===== src/inc/ext_bus_pkg.sv =====
package ext_bus_pkg;
    // operating mode as selected by the two mode pins
    typedef enum logic [1:0] {
        MODE_SINGLE   = 2'b00,
        MODE_EXPANDED = 2'b01,
        MODE_BOOT     = 2'b10,
        MODE_RESERVED = 2'b11
    } op_mode_t;

    // pin geometry
    localparam int ADDR_LSB = 12;
    localparam int ADDR_MSB = 30;
    localparam int ADDR_PINS = ADDR_MSB - ADDR_LSB + 1;
    localparam int DATA_W = 16;
    // address bit that picks the chip-select channel (2 KB per channel)
    localparam int CHAN_BIT = 11;
    // reset values
    localparam logic [1:0] MODE_RESET = 2'b00;
    localparam int SYNC_STAGES = 3;

    // internal access request
    typedef struct packed {
        logic [31:0] addr;
        logic write;
        logic [1:0] lanes;   // [1] upper lane D0-D7, [0] lower lane D8-D15
        logic [15:0] wdata;
    } bus_req_t;

    // external pin group
    typedef struct packed {
        logic [ADDR_PINS-1:0] addr;
        logic [1:0] chipSel;
        logic readStrobe;
        logic upperStrobe;
        logic lowerStrobe;
    } bus_pins_t;
endpackage


===== src/rtl/external_bus_interface.sv =====
// What this block does
// mode pins pick single, expanded, boot, reserved
// boot mode needs flash protect held high
// drive address bits 12..30, never bit 31
// one chip select per external channel
// byte strobes mark valid write lanes
// read samples 16 bits, passes valid lanes
// read strobe asserted during external reads
// low wait input stretches the access
// external master requests bus by pulling low
// low hold request forces hold, bus idle
// hold grant asserted once in hold
// float bus in hold, drop grant, resume
module external_bus_interface
    import ext_bus_pkg::*;
(
    // clock and reset
    input wire logic ref_clk,
    input wire logic rst,
    // mode straps and flash protect
    input wire logic [1:0] modePins,
    input wire logic flashProtectIn,
    output logic [1:0] opMode,
    output logic modeFault,
    // internal request side
    input wire logic reqValid,
    input wire bus_req_t req,
    output logic reqDone,
    output logic [15:0] rdData,
    // external bus pins
    output bus_pins_t pins,
    output logic pinsOe,
    output logic [15:0] dataOut,
    output logic dataOe,
    input wire logic [15:0] dataIn,
    input wire logic waitN,
    input wire logic busHoldRequestN,
    output logic busHoldGrant
);
    typedef enum logic [1:0] {
        ST_IDLE = 2'b00,
        ST_ACCESS = 2'b01,
        ST_HOLD = 2'b10
    } state_t;

    // three-stage synchronisers for pin inputs; change counts when stages 2 and 3 agree
    logic [SYNC_STAGES-1:0] waitSync_reg, holdSync_reg;
    logic waitLow_reg, holdReq_reg;
    always_ff @(posedge ref_clk) begin
        if (rst) begin
            waitSync_reg <= 3'b111;
            holdSync_reg <= 3'b111;
            waitLow_reg <= 1'b0;
            holdReq_reg <= 1'b0;
        end else begin
            waitSync_reg <= {waitSync_reg[1:0], waitN};
            holdSync_reg <= {holdSync_reg[1:0], busHoldRequestN};
            if (waitSync_reg[1] == waitSync_reg[2]) waitLow_reg <= ~waitSync_reg[2];
            if (holdSync_reg[1] == holdSync_reg[2]) holdReq_reg <= ~holdSync_reg[2];
        end
    end

    // mode capture: straps sampled each reset cycle, frozen after release
    logic [1:0] opMode_reg;
    logic modeFault_reg;
    always_ff @(posedge ref_clk) begin
        if (rst) begin
            opMode_reg <= modePins;
        end
    end
    wire bootNoProtect = (opMode_reg == MODE_BOOT) && !flashProtectIn;
    wire reservedMode = (opMode_reg == MODE_RESERVED);
    always_ff @(posedge ref_clk) begin
        if (rst) modeFault_reg <= 1'b0;
        else modeFault_reg <= reservedMode || bootNoProtect;
    end
    assign opMode = opMode_reg;
    assign modeFault = modeFault_reg;

    // bus usable only in expanded or boot mode
    wire extEnabled = (opMode_reg == MODE_EXPANDED) || (opMode_reg == MODE_BOOT);

    state_t state_reg, state_next;
    bus_req_t cur_reg;
    bus_pins_t pins_reg, pins_next;
    logic pinsOe_reg, dataOe_reg, grant_reg, done_reg;
    logic [15:0] dataOut_reg, rdData_reg, rdData_next;

    // sampled read data keeps only the valid lanes
    wire [15:0] laneMask = {{8{cur_reg.lanes[0]}}, {8{cur_reg.lanes[1]}}};
    assign rdData_next = dataIn & laneMask;

    // next state
    wire startAccess = reqValid && extEnabled && !reservedMode;
    always_comb begin
        state_next = state_reg;
        unique case (state_reg)
            ST_IDLE: begin
                if (holdReq_reg) state_next = ST_HOLD;
                else if (startAccess) state_next = ST_ACCESS;
            end
            ST_ACCESS: begin
                if (!waitLow_reg) state_next = holdReq_reg ? ST_HOLD : ST_IDLE;
            end
            ST_HOLD: begin
                if (!holdReq_reg) state_next = ST_IDLE;
            end
            default: state_next = ST_IDLE;
        endcase
    end

    // pin values for the cycle being entered
    wire [1:0] chanSel = cur_reg.addr[CHAN_BIT] ? 2'b10 : 2'b01;
    always_comb begin
        pins_next = '0;
        if (state_next == ST_ACCESS) begin
            pins_next.addr = (state_reg == ST_IDLE) ? req.addr[ADDR_MSB:ADDR_LSB]
                                                     : cur_reg.addr[ADDR_MSB:ADDR_LSB];
            pins_next.chipSel = (state_reg == ST_IDLE) ? (req.addr[CHAN_BIT] ? 2'b10 : 2'b01)
                                                        : chanSel;
            if (state_reg == ST_IDLE) begin
                pins_next.readStrobe = !req.write;
                pins_next.upperStrobe = req.write && req.lanes[1];
                pins_next.lowerStrobe = req.write && req.lanes[0];
            end else begin
                pins_next.readStrobe = !cur_reg.write;
                pins_next.upperStrobe = cur_reg.write && cur_reg.lanes[1];
                pins_next.lowerStrobe = cur_reg.write && cur_reg.lanes[0];
            end
        end
    end

    // state, request latch, pins and grant
    always_ff @(posedge ref_clk) begin
        if (rst) begin
            state_reg <= ST_IDLE;
            cur_reg <= '0;
            pins_reg <= '0;
            pinsOe_reg <= 1'b0;
            dataOe_reg <= 1'b0;
            dataOut_reg <= 16'h0000;
            grant_reg <= 1'b0;
            done_reg <= 1'b0;
            rdData_reg <= 16'h0000;
        end else begin
            state_reg <= state_next;
            pins_reg <= pins_next;
            if (state_reg == ST_IDLE && state_next == ST_ACCESS) begin
                cur_reg <= req;
                dataOut_reg <= req.wdata;
            end
            // bus floats in hold and outside expanded/boot
            pinsOe_reg <= extEnabled && (state_next != ST_HOLD);
            dataOe_reg <= (state_next == ST_ACCESS) &&
                          ((state_reg == ST_IDLE) ? req.write : cur_reg.write);
            grant_reg <= (state_next == ST_HOLD);
            done_reg <= (state_reg == ST_ACCESS) && !waitLow_reg;
            if (state_reg == ST_ACCESS && !waitLow_reg && !cur_reg.write) rdData_reg <= rdData_next;
        end
    end

    assign pins = pins_reg;
    assign pinsOe = pinsOe_reg;
    assign dataOut = dataOut_reg;
    assign dataOe = dataOe_reg;
    assign busHoldGrant = grant_reg;
    assign reqDone = done_reg;
    assign rdData = rdData_reg;

    // checks
    a_grant_floats: assert property (@(posedge ref_clk) disable iff (rst)
        busHoldGrant |-> !pinsOe && !dataOe) else $error("bus driven during hold");
    a_hold_entry: assert property (@(posedge ref_clk) disable iff (rst)
        (holdReq_reg && state_reg == ST_IDLE) |=> busHoldGrant) else $error("hold not granted");
    a_grant_drop: assert property (@(posedge ref_clk) disable iff (rst)
        (busHoldGrant && !holdReq_reg) |=> !busHoldGrant) else $error("grant not released");
    a_wait_stretch: assert property (@(posedge ref_clk) disable iff (rst)
        (state_reg == ST_ACCESS && waitLow_reg) |=> state_reg == ST_ACCESS) else $error("wait ignored");
    a_read_strobe: assert property (@(posedge ref_clk) disable iff (rst)
        pins.readStrobe |-> !dataOe && !pins.upperStrobe && !pins.lowerStrobe)
        else $error("read strobe with write");
    a_one_select: assert property (@(posedge ref_clk) disable iff (rst)
        pins.chipSel != 2'b11) else $error("both selects active");
    a_strobe_access: assert property (@(posedge ref_clk) disable iff (rst)
        (pins.upperStrobe || pins.lowerStrobe) |-> dataOe && pins.chipSel != 2'b00)
        else $error("strobe outside write");
    a_mode_gate: assert property (@(posedge ref_clk) disable iff (rst)
        (opMode == MODE_SINGLE) |-> !pinsOe) else $error("bus driven in single-chip");

    // completion is a single-cycle pulse
    a_done_pulse: assert property (@(posedge ref_clk) disable iff (rst)
        reqDone |=> !reqDone)
        else $error("done held too long");

    // grant only while the state machine holds
    a_grant_state: assert property (@(posedge ref_clk) disable iff (rst)
        busHoldGrant |-> state_reg == ST_HOLD)
        else $error("grant outside hold");

    // no select or read strobe while the bus is handed over
    a_hold_quiet: assert property (@(posedge ref_clk) disable iff (rst)
        (state_reg == ST_HOLD) |-> pins.chipSel == 2'b00 && !pins.readStrobe)
        else $error("bus used during hold");

    // lanes outside the access come back as zero
    a_read_lanes: assert property (@(posedge ref_clk) disable iff (rst)
        (reqDone && !cur_reg.write) |-> (rdData & ~laneMask) == 16'h0000)
        else $error("invalid lane passed");

    // single-chip and reserved modes never start an access
    a_mode_refuse: assert property (@(posedge ref_clk) disable iff (rst)
        (state_reg == ST_IDLE && !extEnabled) |=> state_reg != ST_ACCESS)
        else $error("access in refused mode");

    // boot mode without flash protect raises the fault flag
    a_boot_fault: assert property (@(posedge ref_clk) disable iff (rst)
        (opMode == MODE_BOOT && !flashProtectIn) |=> modeFault)
        else $error("boot fault missed");

    // data lines only driven with the address pins
    a_data_drive: assert property (@(posedge ref_clk) disable iff (rst)
        dataOe |-> pinsOe)
        else $error("data driven alone");
endmodule // external_bus_interface


===== config.mk =====
export PLATFORM = sky130hd
export DESIGN_NAME = external_bus_interface
export DESIGN_NICKNAME = d
export VERILOG_FILES = /design/src/inc/ext_bus_pkg.sv /design/src/rtl/external_bus_interface.sv
export SDC_FILE = /design/constraint.sdc
export NUM_CORES = 1
export LEC_CHECK = 0
export ABC_AREA = 1
export BUFFER_PORTS_ARGS = -buffer_cell sky130_fd_sc_hd__buf_2
export CAP_MARGIN = 20
export CORE_AREA = 4 4 97 99
export CTS_CLUSTER_DIAMETER = 60
export CTS_CLUSTER_SIZE = 14
export DETAILED_ROUTE_END_ITERATION = 10
export DIE_AREA = 0 0 101 103
export PLACE_DENSITY = 0.71
export SLEW_MARGIN = 20
export SYNTH_ARGS = -nofsm -noshare
export SYNTH_HDL_FRONTEND = slang
export SYNTH_SLANG_ARGS = --single-unit

===== constraint.sdc =====
create_clock -name ref_clk -period 1.4 [get_ports ref_clk]
set_input_delay 0.07 -clock ref_clk [delete_from_list [all_inputs] [get_ports ref_clk]]
set_output_delay 0.07 -clock ref_clk [all_outputs]
set_load 0.005 [all_outputs]

==> summary.md, run 1 <==
| Metric | Value |
|---|---|
| Post-synthesis mux area share | 0% |
| Share of post-route cells with drive strength above 1 | 29.1% |
| Clk pin slew, worst setup/hold paths | 0.09 ns |
| CP top delay family | flip-flops |
| Vias in the first global route | 3434 |
| Synth cell types | 25 |
| Post-CTS Setup Repair Bufs | 0 |
| Worst-path fanout max | 13 |
| Mean Syn Cell Area | 7.44 um2 |
| Final WL | 9310 um |
| Die X | 101 um |
| Die area | 10400 um2 |
| Area leader, netlist | dfxtp_1 |
| Core area | 8550 um2 |
| Largest family of logic cells by synthesized area | simple AND/OR/NAND/NOR gates |
| Dpl hpwl | 5720 um |
| TritonRoute pass-1 iters | 4 |
| Setup skew after layout | 0.0134 ns |
| Setup CP Type | flip-flop to flip-flop |
| Main area contributors after synthesis | dfxtp_1, nor2_1, nand2_1 |
| Final Cycle Share | 113% |
| Unrepaired setup endpoints after global routing | yes |
| Via count | 3547 |
| Initial Utilization | 41.7% |
| Max Cap Viol | 0 |
| Die height | 103 um |
| Most common cell after layout, fill and taps aside | buf_2 |
| Startpoint class of the critical path | flip-flop |
| Post-Synth XOR/XNOR Area | 0% |
| IO Pins | 138 |
| CP required | 1.68 ns |
| Slowest CP cell | edfxtp_1 |
| Root Buffer | clkbuf_8 |
| Synth Area in Compound Gates | 6.28% |
| Area delta synth->final | 48.4% |
| Seq cells post-synth | 96 |
| P per Cell Area | 1220 nW/um2 |
| Num CTS Buffers | 9 |
| Worst vdd ir | 700 uV |
| Mapped Cells | 479 |
| Std cell rows | 34 |
| Post-Syn Nets | 556 |
| Placer Congestion | 0.781 |
| Post-route minimum period | 1.58 ns |
| Max clock buf depth | 2 |
| DRT antenna net count | 0 |
| DRC | 0 |
| Status | finished with violations |
| Grt total ovfl | 0 |
| Port bufs | 125 |
| CP endpoint kind | flip-flop |
| Most frequent cells in the layout | buf_2, nor2_1, nand2_1 |
| Final setup vio count | 65 |
| Final Non-Filler Cells | 775 |
| Largest net degree at the start of global routing | 42 |
| Fraction of the mapped netlist area in adder cells | 0.702% |
| CTS tree | built |
| Sum of buffers and inverters on the critical path | 3 |
| Fill count | 734 |
| Vias per cell | 4.58 |
| Simple-gate share of the synthesized area | 29.6% |
| Synth top area share | 52.8% |
| Violated checks | negative setup slack |
| Register area share after synthesis | 54.5% |
| H-tree levels | 3 |
| Dpl cell area | 4340 um2 |
| Post-Place Cells | 698 |
| CP Cell Sequence | ha_1, inv_2, buf_4, nand4_1, nand2_2, nand3_4, clkbuf_16, nor2_1 |
| Util after Layout | 61.9% |
| Critical Path Max Stage Delay | 0.43 ns |
| N_diodes | 0 |
| Overall power | 0.00645 W |
| Nets | 739 |
| Leakage | 2.64 nW |
| Slew Limit Fails | 0 |
| Synth Cell Area | 3570 um2 |
| Initial DRC count | 100 |
| First-pass GRT wire length | 14900 um |
| Max Fclk | 634 MHz |
| Endpoints failing hold | 0 |
| Yosys warns | 0 |
| Initial antenna violation count | 0 |
| DR WL/cell | 12.0 um |
| Crit path DAT | 1.86 ns |
| Clock sinks | 96 |
| Clk_lat worst skew | 0.35 ns |
| Final instance area | 5290 um2 |
| Worst hold-check path type | primary input to flip-flop |
| Relative slew slack | 75.5% |
| Total track usage | 17.6% |
| Setup WS post-layout | -0.176 ns |
| Worst Tran Pin Value | 0.367 ns |
| Max FFs per register | 24 |
-- routing by layer --
layer	vias up	track usage (%)	share of wire, %
met5	-	0	0
met4	0	6.65	2.7
met3	22	4.26	5.6
met2	98	31.5	50
met1	1615	20.4	42
li1	1812	-	-
-- cell type report --
cell class	count	area [um2]	share of cell area, %
Multi-Input combinational cell	305	1400	26.4
Inverter	53	199	3.76
Tap cell	108	135	2.55
Sequential cell	96	1940	36.7
Clock inverter	4	73.8	1.40
Clock buffer	12	156	2.96
Timing Repair Buffer	197	1390	26.2
-- through the flow --
step | TNS (ns) | hold WS [ns] | setup slack (ns)
2_1_floorplan | -2.57 | 0.169 | -0.108
3_3_place_gp | -3.63 | 0.248 | -0.0964
3_5_place_dp | -8.06 | 0.248 | -0.171
4_1_cts | -7.71 | 0.0128 | -0.150
5_1_grt | -14.28 | 0.0498 | -0.259
6_report | -9.11 | 0.0403 | -0.176
-- power by group --
group	switching, W	leakage, nW	internal [W]
sequential	0.000103	0.788	0.00298
combinational	0.000724	1.74	0.000597
clock	0.000926	0.112	0.00112
-- cells by family (layout without fill, tap and decap cells) --
group                      Yosys count  after routing
AOI/OAI and AO/OA                   43             43
and+or+nand+nor                    260            260
DFF                                 96             96
buffers and inverters               78            266
adders and majority gates            2              2
-- synthesized netlist by cell type --
master,instances
nand3_1,18
nor2_4,1
nor2_2,1
nand3_2,2
buf_4,1
nand2_1,102
inv_1,50
buf_6,1
o21ai_0,3
buf_2,12
a22oi_1,2
edfxtp_1,2
dfxtp_1,94
or2_2,4
clkbuf_1,11
nor3b_1,1
o32ai_1,1
nor2b_1,1
ha_1,2
nor2_1,127
nand4_1,1
a21oi_1,37
nand3_4,1
inv_2,3
nor4_1,1
-- what timing repair did --
item                                    4_1_cts  5_1_grt
resized for setup                             9       24
endpoints found under the setup margin       65       65
endpoints found under the hold margin        76        0
hold buffers                                 60        0
gates cloned                                  0        1
pin swaps                                     1        1
-- tightest hold or removal path, stage by stage --
cell and delay [ns]:
buf_2 0.09, inv_2 0.08, nand2_1 0.07, nor2_1 0.03
-- path summary, 6_finish.rpt --
path              startpoint     endpoint  slack (ns)  cells after the start
max                opMode[1]      pins[7]       -0.18                      8
min                      rst  dataOut[10]        0.04                      4
max reg2reg        opMode[1]      pins[7]       -0.18                      8
min reg2reg  waitSync_reg[2]  waitLow_reg        0.41                      1
(Power assumes the default switching activity.)
==> inputs of run 2 (changes only) <==
--- a/config.mk
+++ b/config.mk
@@ -8,11 +8,11 @@
 export ABC_AREA = 1
 export BUFFER_PORTS_ARGS = -buffer_cell sky130_fd_sc_hd__buf_2
 export CAP_MARGIN = 20
-export CORE_AREA = 4 4 97 99
+export CORE_AREA = 4 4 134 72
 export CTS_CLUSTER_DIAMETER = 60
 export CTS_CLUSTER_SIZE = 14
 export DETAILED_ROUTE_END_ITERATION = 10
-export DIE_AREA = 0 0 101 103
+export DIE_AREA = 0 0 138 76
 export PLACE_DENSITY = 0.71
 export SLEW_MARGIN = 20
 export SYNTH_ARGS = -nofsm -noshare
==> run 2 against run 1 <==
Compared with the run above:
- cell area grew 3.9%
- hold slack lost 0.026 ns
- combinational power grew 9%
- largest cell class unchanged
- utilization grew 3.1 points
- via count shrank 1.4%
- non-clock buffer count grew 8
- power grew 13%
- register-to-register slack lost 0.03 ns
- critical path type unchanged
- die area grew 0.82%
- the flow still finishes with violations (negative setup slack)
- highest routed layer unchanged
- worst setup slack lost 0.030 ns
==> summary.md, run 2 (synthesis results as in run 1) <==
| Metric | Value |
|---|---|
| Endpoints failing hold | 0 |
| Max clock buf depth | 2 |
| DRC | 0 |
| Final Cycle Share | 115% |
| IO Pins | 138 |
| Num CTS Buffers | 9 |
| Util after Layout | 64.9% |
| Most common cell after layout, fill and taps aside | buf_2 |
| Setup skew after layout | 0.00481 ns |
| Initial Utilization | 42.1% |
| P per Cell Area | 1320 nW/um2 |
| Share of post-route cells with drive strength above 1 | 30.2% |
| TritonRoute pass-1 iters | 5 |
| Relative slew slack | 74.3% |
| Worst hold-check path type | primary input to flip-flop |
| Die height | 76 um |
| Final WL | 9310 um |
| Post-route minimum period | 1.61 ns |
| N_diodes | 0 |
| Port bufs | 125 |
| Initial DRC count | 177 |
| Overall power | 0.00726 W |
| Crit path DAT | 1.88 ns |
| Max FFs per register | 24 |
| Pre-CTS setup slack | -0.167 ns |
| Vias per cell | 4.42 |
| Unrepaired setup endpoints after global routing | yes |
| Clk pin slew, worst setup/hold paths | 0.06 ns |
| Max Cap Viol | 0 |
| Dpl cell area | 4380 um2 |
| Std cell rows | 24 |
| Final setup vio count | 65 |
| Core area | 8470 um2 |
| CP required | 1.67 ns |
| Most frequent cells in the layout | buf_2, nor2_1, dfxtp_1 |
| Dpl hpwl | 5970 um |
| Slew Limit Fails | 0 |
| Nets | 747 |
| Setup CP Type | flip-flop to flip-flop |
| Root Buffer | clkbuf_16 |
| Vias in the first global route | 3354 |
| Placer Congestion | 0.779 |
| Grt total ovfl | 0 |
| DRT antenna net count | 0 |
| Initial antenna violation count | 0 |
| DR WL/cell | 11.8 um |
| Final instance area | 5500 um2 |
| Largest net degree at the start of global routing | 49 |
| Leakage | 2.74 nW |
| Area delta synth->final | 54.2% |
| Total track usage | 17.6% |
| Worst vdd ir | 733 uV |
| Fill count | 735 |
| Clock sinks | 96 |
| Worst-path fanout max | 6 |
| Die X | 138 um |
| Startpoint class of the critical path | flip-flop |
| Clk_lat worst skew | 0.33 ns |
| Setup WS post-layout | -0.206 ns |
| Max Fclk | 623 MHz |
| Status | finished with violations |
| Die area | 10500 um2 |
| CTS tree | built |
| Violated checks | negative setup slack |
| H-tree levels | 3 |
| Via count | 3498 |
| CP endpoint kind | flip-flop |
| First-pass GRT wire length | 15400 um |
| Worst Tran Pin Value | 0.385 ns |
[run 2: changes by cell type in the layout (fill, tap and decap cells not counted), sizes merged]
cell and delta:
clkinv +3, buf +10, bufinv +1, dlygate4sd3 -3, clkbuf -1, inv -2
[run 2: cell type report]
class	instances	area, um2	share of cell area [%]
timing repair buffer	205	1460	26.6
clock buffer	10	229	4.16
clock inverter	6	108	1.96
inverter	53	200	3.64
multi-input combinational	305	1410	25.6
tap	117	146	2.66
sequential	96	1940	35.3
[run 2: what timing repair did]
item                                    4_1_cts  5_1_grt
hold endpoints to repair                     71        0
cloned                                        0        3
pin swaps                                     0        4
endpoints found under the setup margin       65       66
resized for setup                             9       30
buffers inserted                              0        4
hold buffers                                 57        0
[run 2: worst max-delay path: stages, from the launching register on]
cell and delay [ns]:
edfxtp_1 0.42, ha_1 0.33, inv_2 0.06, nand3_2 0.06
nand2_2 0.08, nand3_4 0.10, buf_6 0.16, clkbuf_16 0.16
nand2_4 0.05, nand2_2 0.04, nor2_1 0.09
[run 2: path summary, 6_finish.rpt]
kind / end / start / slack [ns] / cells past startpoint
setup reg to reg: dataOut[11] / opMode[1] / -0.21 / 10
hold reg to reg: waitSync_reg[1] / waitSync_reg[0] / 0.41 / 1
hold / removal: rdData[14] / dataIn[14] / 0.01 / 3
setup / recovery: dataOut[11] / opMode[1] / -0.21 / 10
[run 2: routing by layer]
metal,vias to the layer above,wire (um),track usage [%],share of wire [%]
li1,1831,-,-,-
met2,108,4300,28.3,46
met4,0,158,5.62,1.7
met5,-,0,0,0
met1,1543,4200,21.4,45
met3,16,654,7.46,7.0
[run 2: where the power goes]
part	internal (W)	switching (W)	leakage [nW]
logic	0.000686	0.000758	1.79
registers	0.00298	0.000107	0.788
clock network	0.00174	0.000987	0.162
[run 2: stage by stage]
step	cells	setup TNS [ns]	hold WS, ns
3_5_place_dp	712	-8.41	0.249
5_1_grt	792	-15.08	0.0156
3_3_place_gp	712	-5.35	0.247
4_1_cts	785	-7.68	0.000220
2_1_floorplan	479	-2.57	0.169
6_report	792	-8.62	0.0145
==> inputs of run 3 (changes only) <==
--- a/config.mk
+++ b/config.mk
@@ -13,6 +13,7 @@
 export CTS_CLUSTER_SIZE = 14
 export DETAILED_ROUTE_END_ITERATION = 10
 export DIE_AREA = 0 0 138 76
+export GPL_TIMING_DRIVEN = 0
 export PLACE_DENSITY = 0.71
 export SLEW_MARGIN = 20
 export SYNTH_ARGS = -nofsm -noshare
==> run 3 against run 2 <==
Compared with the run above:
- the run still ends with negative setup slack left
- highest routed layer unchanged
- hold slack lost 0.0064 ns
- largest cell class unchanged
- critical path type unchanged
- combinational power grew 12%
- register-to-register slack lost 0.09 ns
==> summary.md, run 3 (synthesis results as in run 1) <==
| Metric | Value |
|---|---|
| Critical Path Max Stage Delay | 0.46 ns |
| Std cell rows | 24 |
| Dpl hpwl | 6720 um |
| CP top delay family | flip-flops |
| Unrepaired setup endpoints after global routing | yes |
| IO Pins | 138 |
| Crit path DAT | 1.93 ns |
| DR WL/cell | 13.1 um |
| Num CTS Buffers | 9 |
| DRC | 0 |
| Setup WS post-layout | -0.295 ns |
| Worst hold-check path type | primary input to flip-flop |
| Met1 usage | 24.9% |
| Port bufs | 125 |
| Worst vdd ir | 782 uV |
| P per Cell Area | 1250 nW/um2 |
| Hold path start | dataIn[1] |
| Largest net degree at the start of global routing | 17 |
| Startpoint class of the critical path | flip-flop |
| Max Fclk | 590 MHz |
| Seq pwr share | 43.1% |
| Fin Hold WS | 0.00805 ns |
| Most common cell after layout, fill and taps aside | buf_2 |
| Area delta synth->final | 59.2% |
| Vias in the first global route | 3447 |
| Relative slew slack | 64.2% |
| Core area | 8470 um2 |
| Hold endpoint | rdData[1] |
| Clk_lat worst skew | 0.34 ns |
| Endpoints failing hold | 0 |
| Final setup vio count | 65 |
| Max Cap Viol | 0 |
| Max FFs per register | 24 |
| Dpl cell area | 4360 um2 |
| CP required | 1.64 ns |
| Final Cycle Share | 121% |
| N_diodes | 0 |
| Die area | 10500 um2 |
| Total track usage | 19.5% |
| Setup CP Type | flip-flop to flip-flop |
| Violated checks | negative setup slack |
| Leakage | 2.73 nW |
| Gr busiest metal | met2 |
| Final instance area | 5680 um2 |
| Util after Layout | 67.0% |
| Via count | 3604 |
| Worst-path fanout max | 10 |
| CTS tree | built |
| Multi-input gate area | 1560 um2 |
| CP Cell Sequence | ha_4, inv_4, nand3_2, nand2_2, nand3_4, buf_8, buf_12, nor2_2, nor2_1 |
| Hold path depth | 3 |
| Initial DRC count | 202 |
| Setup TNS | -13.48 ns |
| Clock sinks | 96 |
| Status | finished with violations |
| Root Buffer | clkbuf_16 |
| Reg-to-Reg End | cur_reg[43] |
| H-tree levels | 3 |
| Register area | 1940 um2 |
| Slew Limit Fails | 0 |
| Initial Utilization | 42.1% |
| Fill count | 708 |
| Overall power | 0.00712 W |
| Most frequent cells in the layout | buf_2, nand2_1, dfxtp_1 |
| Die X | 138 um |
| Die height | 76 um |
| Met3 Usage GRT | 7.46% |
| Max clock buf depth | 2 |
| First-pass GRT wire length | 16800 um |
| Nets | 756 |
| Worst Tran Pin Value | 0.538 ns |
| Met2 Use GR | 31.8% |
| Reg2Reg Setup Slack | -0.29 ns |
| TritonRoute pass-1 iters | 4 |
| Vias per cell | 4.50 |
| P_int | 0.00509 W |
| Psw | 0.00203 W |
| Final WL | 10500 um |
| Gate power share | 22.8% |
| DRT antenna net count | 0 |
| Clk pin slew, worst setup/hold paths | 0.07 ns |
| Grt total ovfl | 0 |
| Initial antenna violation count | 0 |
| Slowest CP cell | edfxtp_1 |
| Clock power share | 34.1% |
| Share of post-route cells with drive strength above 1 | 33.5% |
| Reg-to-Reg Start | opMode[1] |
| Placer Congestion | 0.761 |
| Sum of buffers and inverters on the critical path | 3 |
| Setup skew after layout | 0.00592 ns |
| CP endpoint kind | flip-flop |
| Reg2Reg Depth | 9 |
| Sw Share | 28.5% |
| Post-route minimum period | 1.69 ns |
## run 3: cell count changes in the layout (fill, tap and decap cells not counted), sizes merged
cell / before / now
buf: 146 / 145
clkinv: 3 / 4
clkinvlp: 1 / 2
bufinv: 3 / 1
clkbuf: 12 / 21
inv: 52 / 53
## run 3: worst min-delay path, cell delays in order
cell     delay [ns]
buf_2          0.10
nand3_1        0.07
a21oi_1        0.06
## run 3: per-layer routing
layer	routed length, um	part of all wire, %	vias up
met5	0	0	-
met4	99	0.94	0
met3	695	6.6	14
met2	4910	47	108
met1	4780	46	1630
li1	-	-	1852
## run 3: worst max-delay path by stage
| stage | start | endpoint | slack [ns] | depth (start not counted) |
|---|---|---|---|---|
| floorplan | opMode[1] | cur_reg[38] | -0.11 | 9 |
| global placement | opMode[1] | dataOut[0] | -0.29 | 9 |
| detailed placement | opMode[1] | cur_reg[41] | -0.30 | 9 |
| CTS | opMode[1] | cur_reg[40] | -0.22 | 9 |
| global route | opMode[1] | dataOut[5] | -0.36 | 9 |
| finish | opMode[1] | cur_reg[43] | -0.29 | 9 |
## run 3: power by group through the flow
| stage | combinational, W | clock [W] | sequential [W] |
|---|---|---|---|
| 6_report | 0.00162 | 0.00243 | 0.00307 |
| 5_1_grt | 0.00181 | 0.00262 | 0.00309 |
| 4_1_cts | 0.00141 | 0.00250 | 0.00307 |
| 3_5_place_dp | 0.00115 | 0 | 0.00313 |
| 3_3_place_gp | 0.00112 | 0 | 0.00311 |
| 2_1_floorplan | 0.000714 | 0 | 0.00313 |
## run 3: cell type report
class / count / area share, %
buffer: 25 / 3.44
clock buffer: 9 / 3.97
clock inverter: 7 / 1.28
inverter: 53 / 3.59
multi-input combinational: 305 / 27.5
sequential: 96 / 34.2
tap: 117 / 2.58
timing repair buffer: 189 / 23.4
## run 3: timing repair
item / in CTS / in global routing
hold endpoints to repair: 70 / 1
hold buffers: 56 / 1
pin swaps: 2 / 9
buffers inserted: 3 / 0
gates resized for setup: 29 / 72
gates cloned: 1 / 3
endpoints found under the setup margin: 60 / 75
## run 3: per-stage QoR
step,setup WS [ns],instances
after floorplan,-0.108,479
after global placement,-0.289,721
after detailed placement,-0.304,721
after CTS,-0.223,797
after global routing,-0.363,801
final,-0.295,801
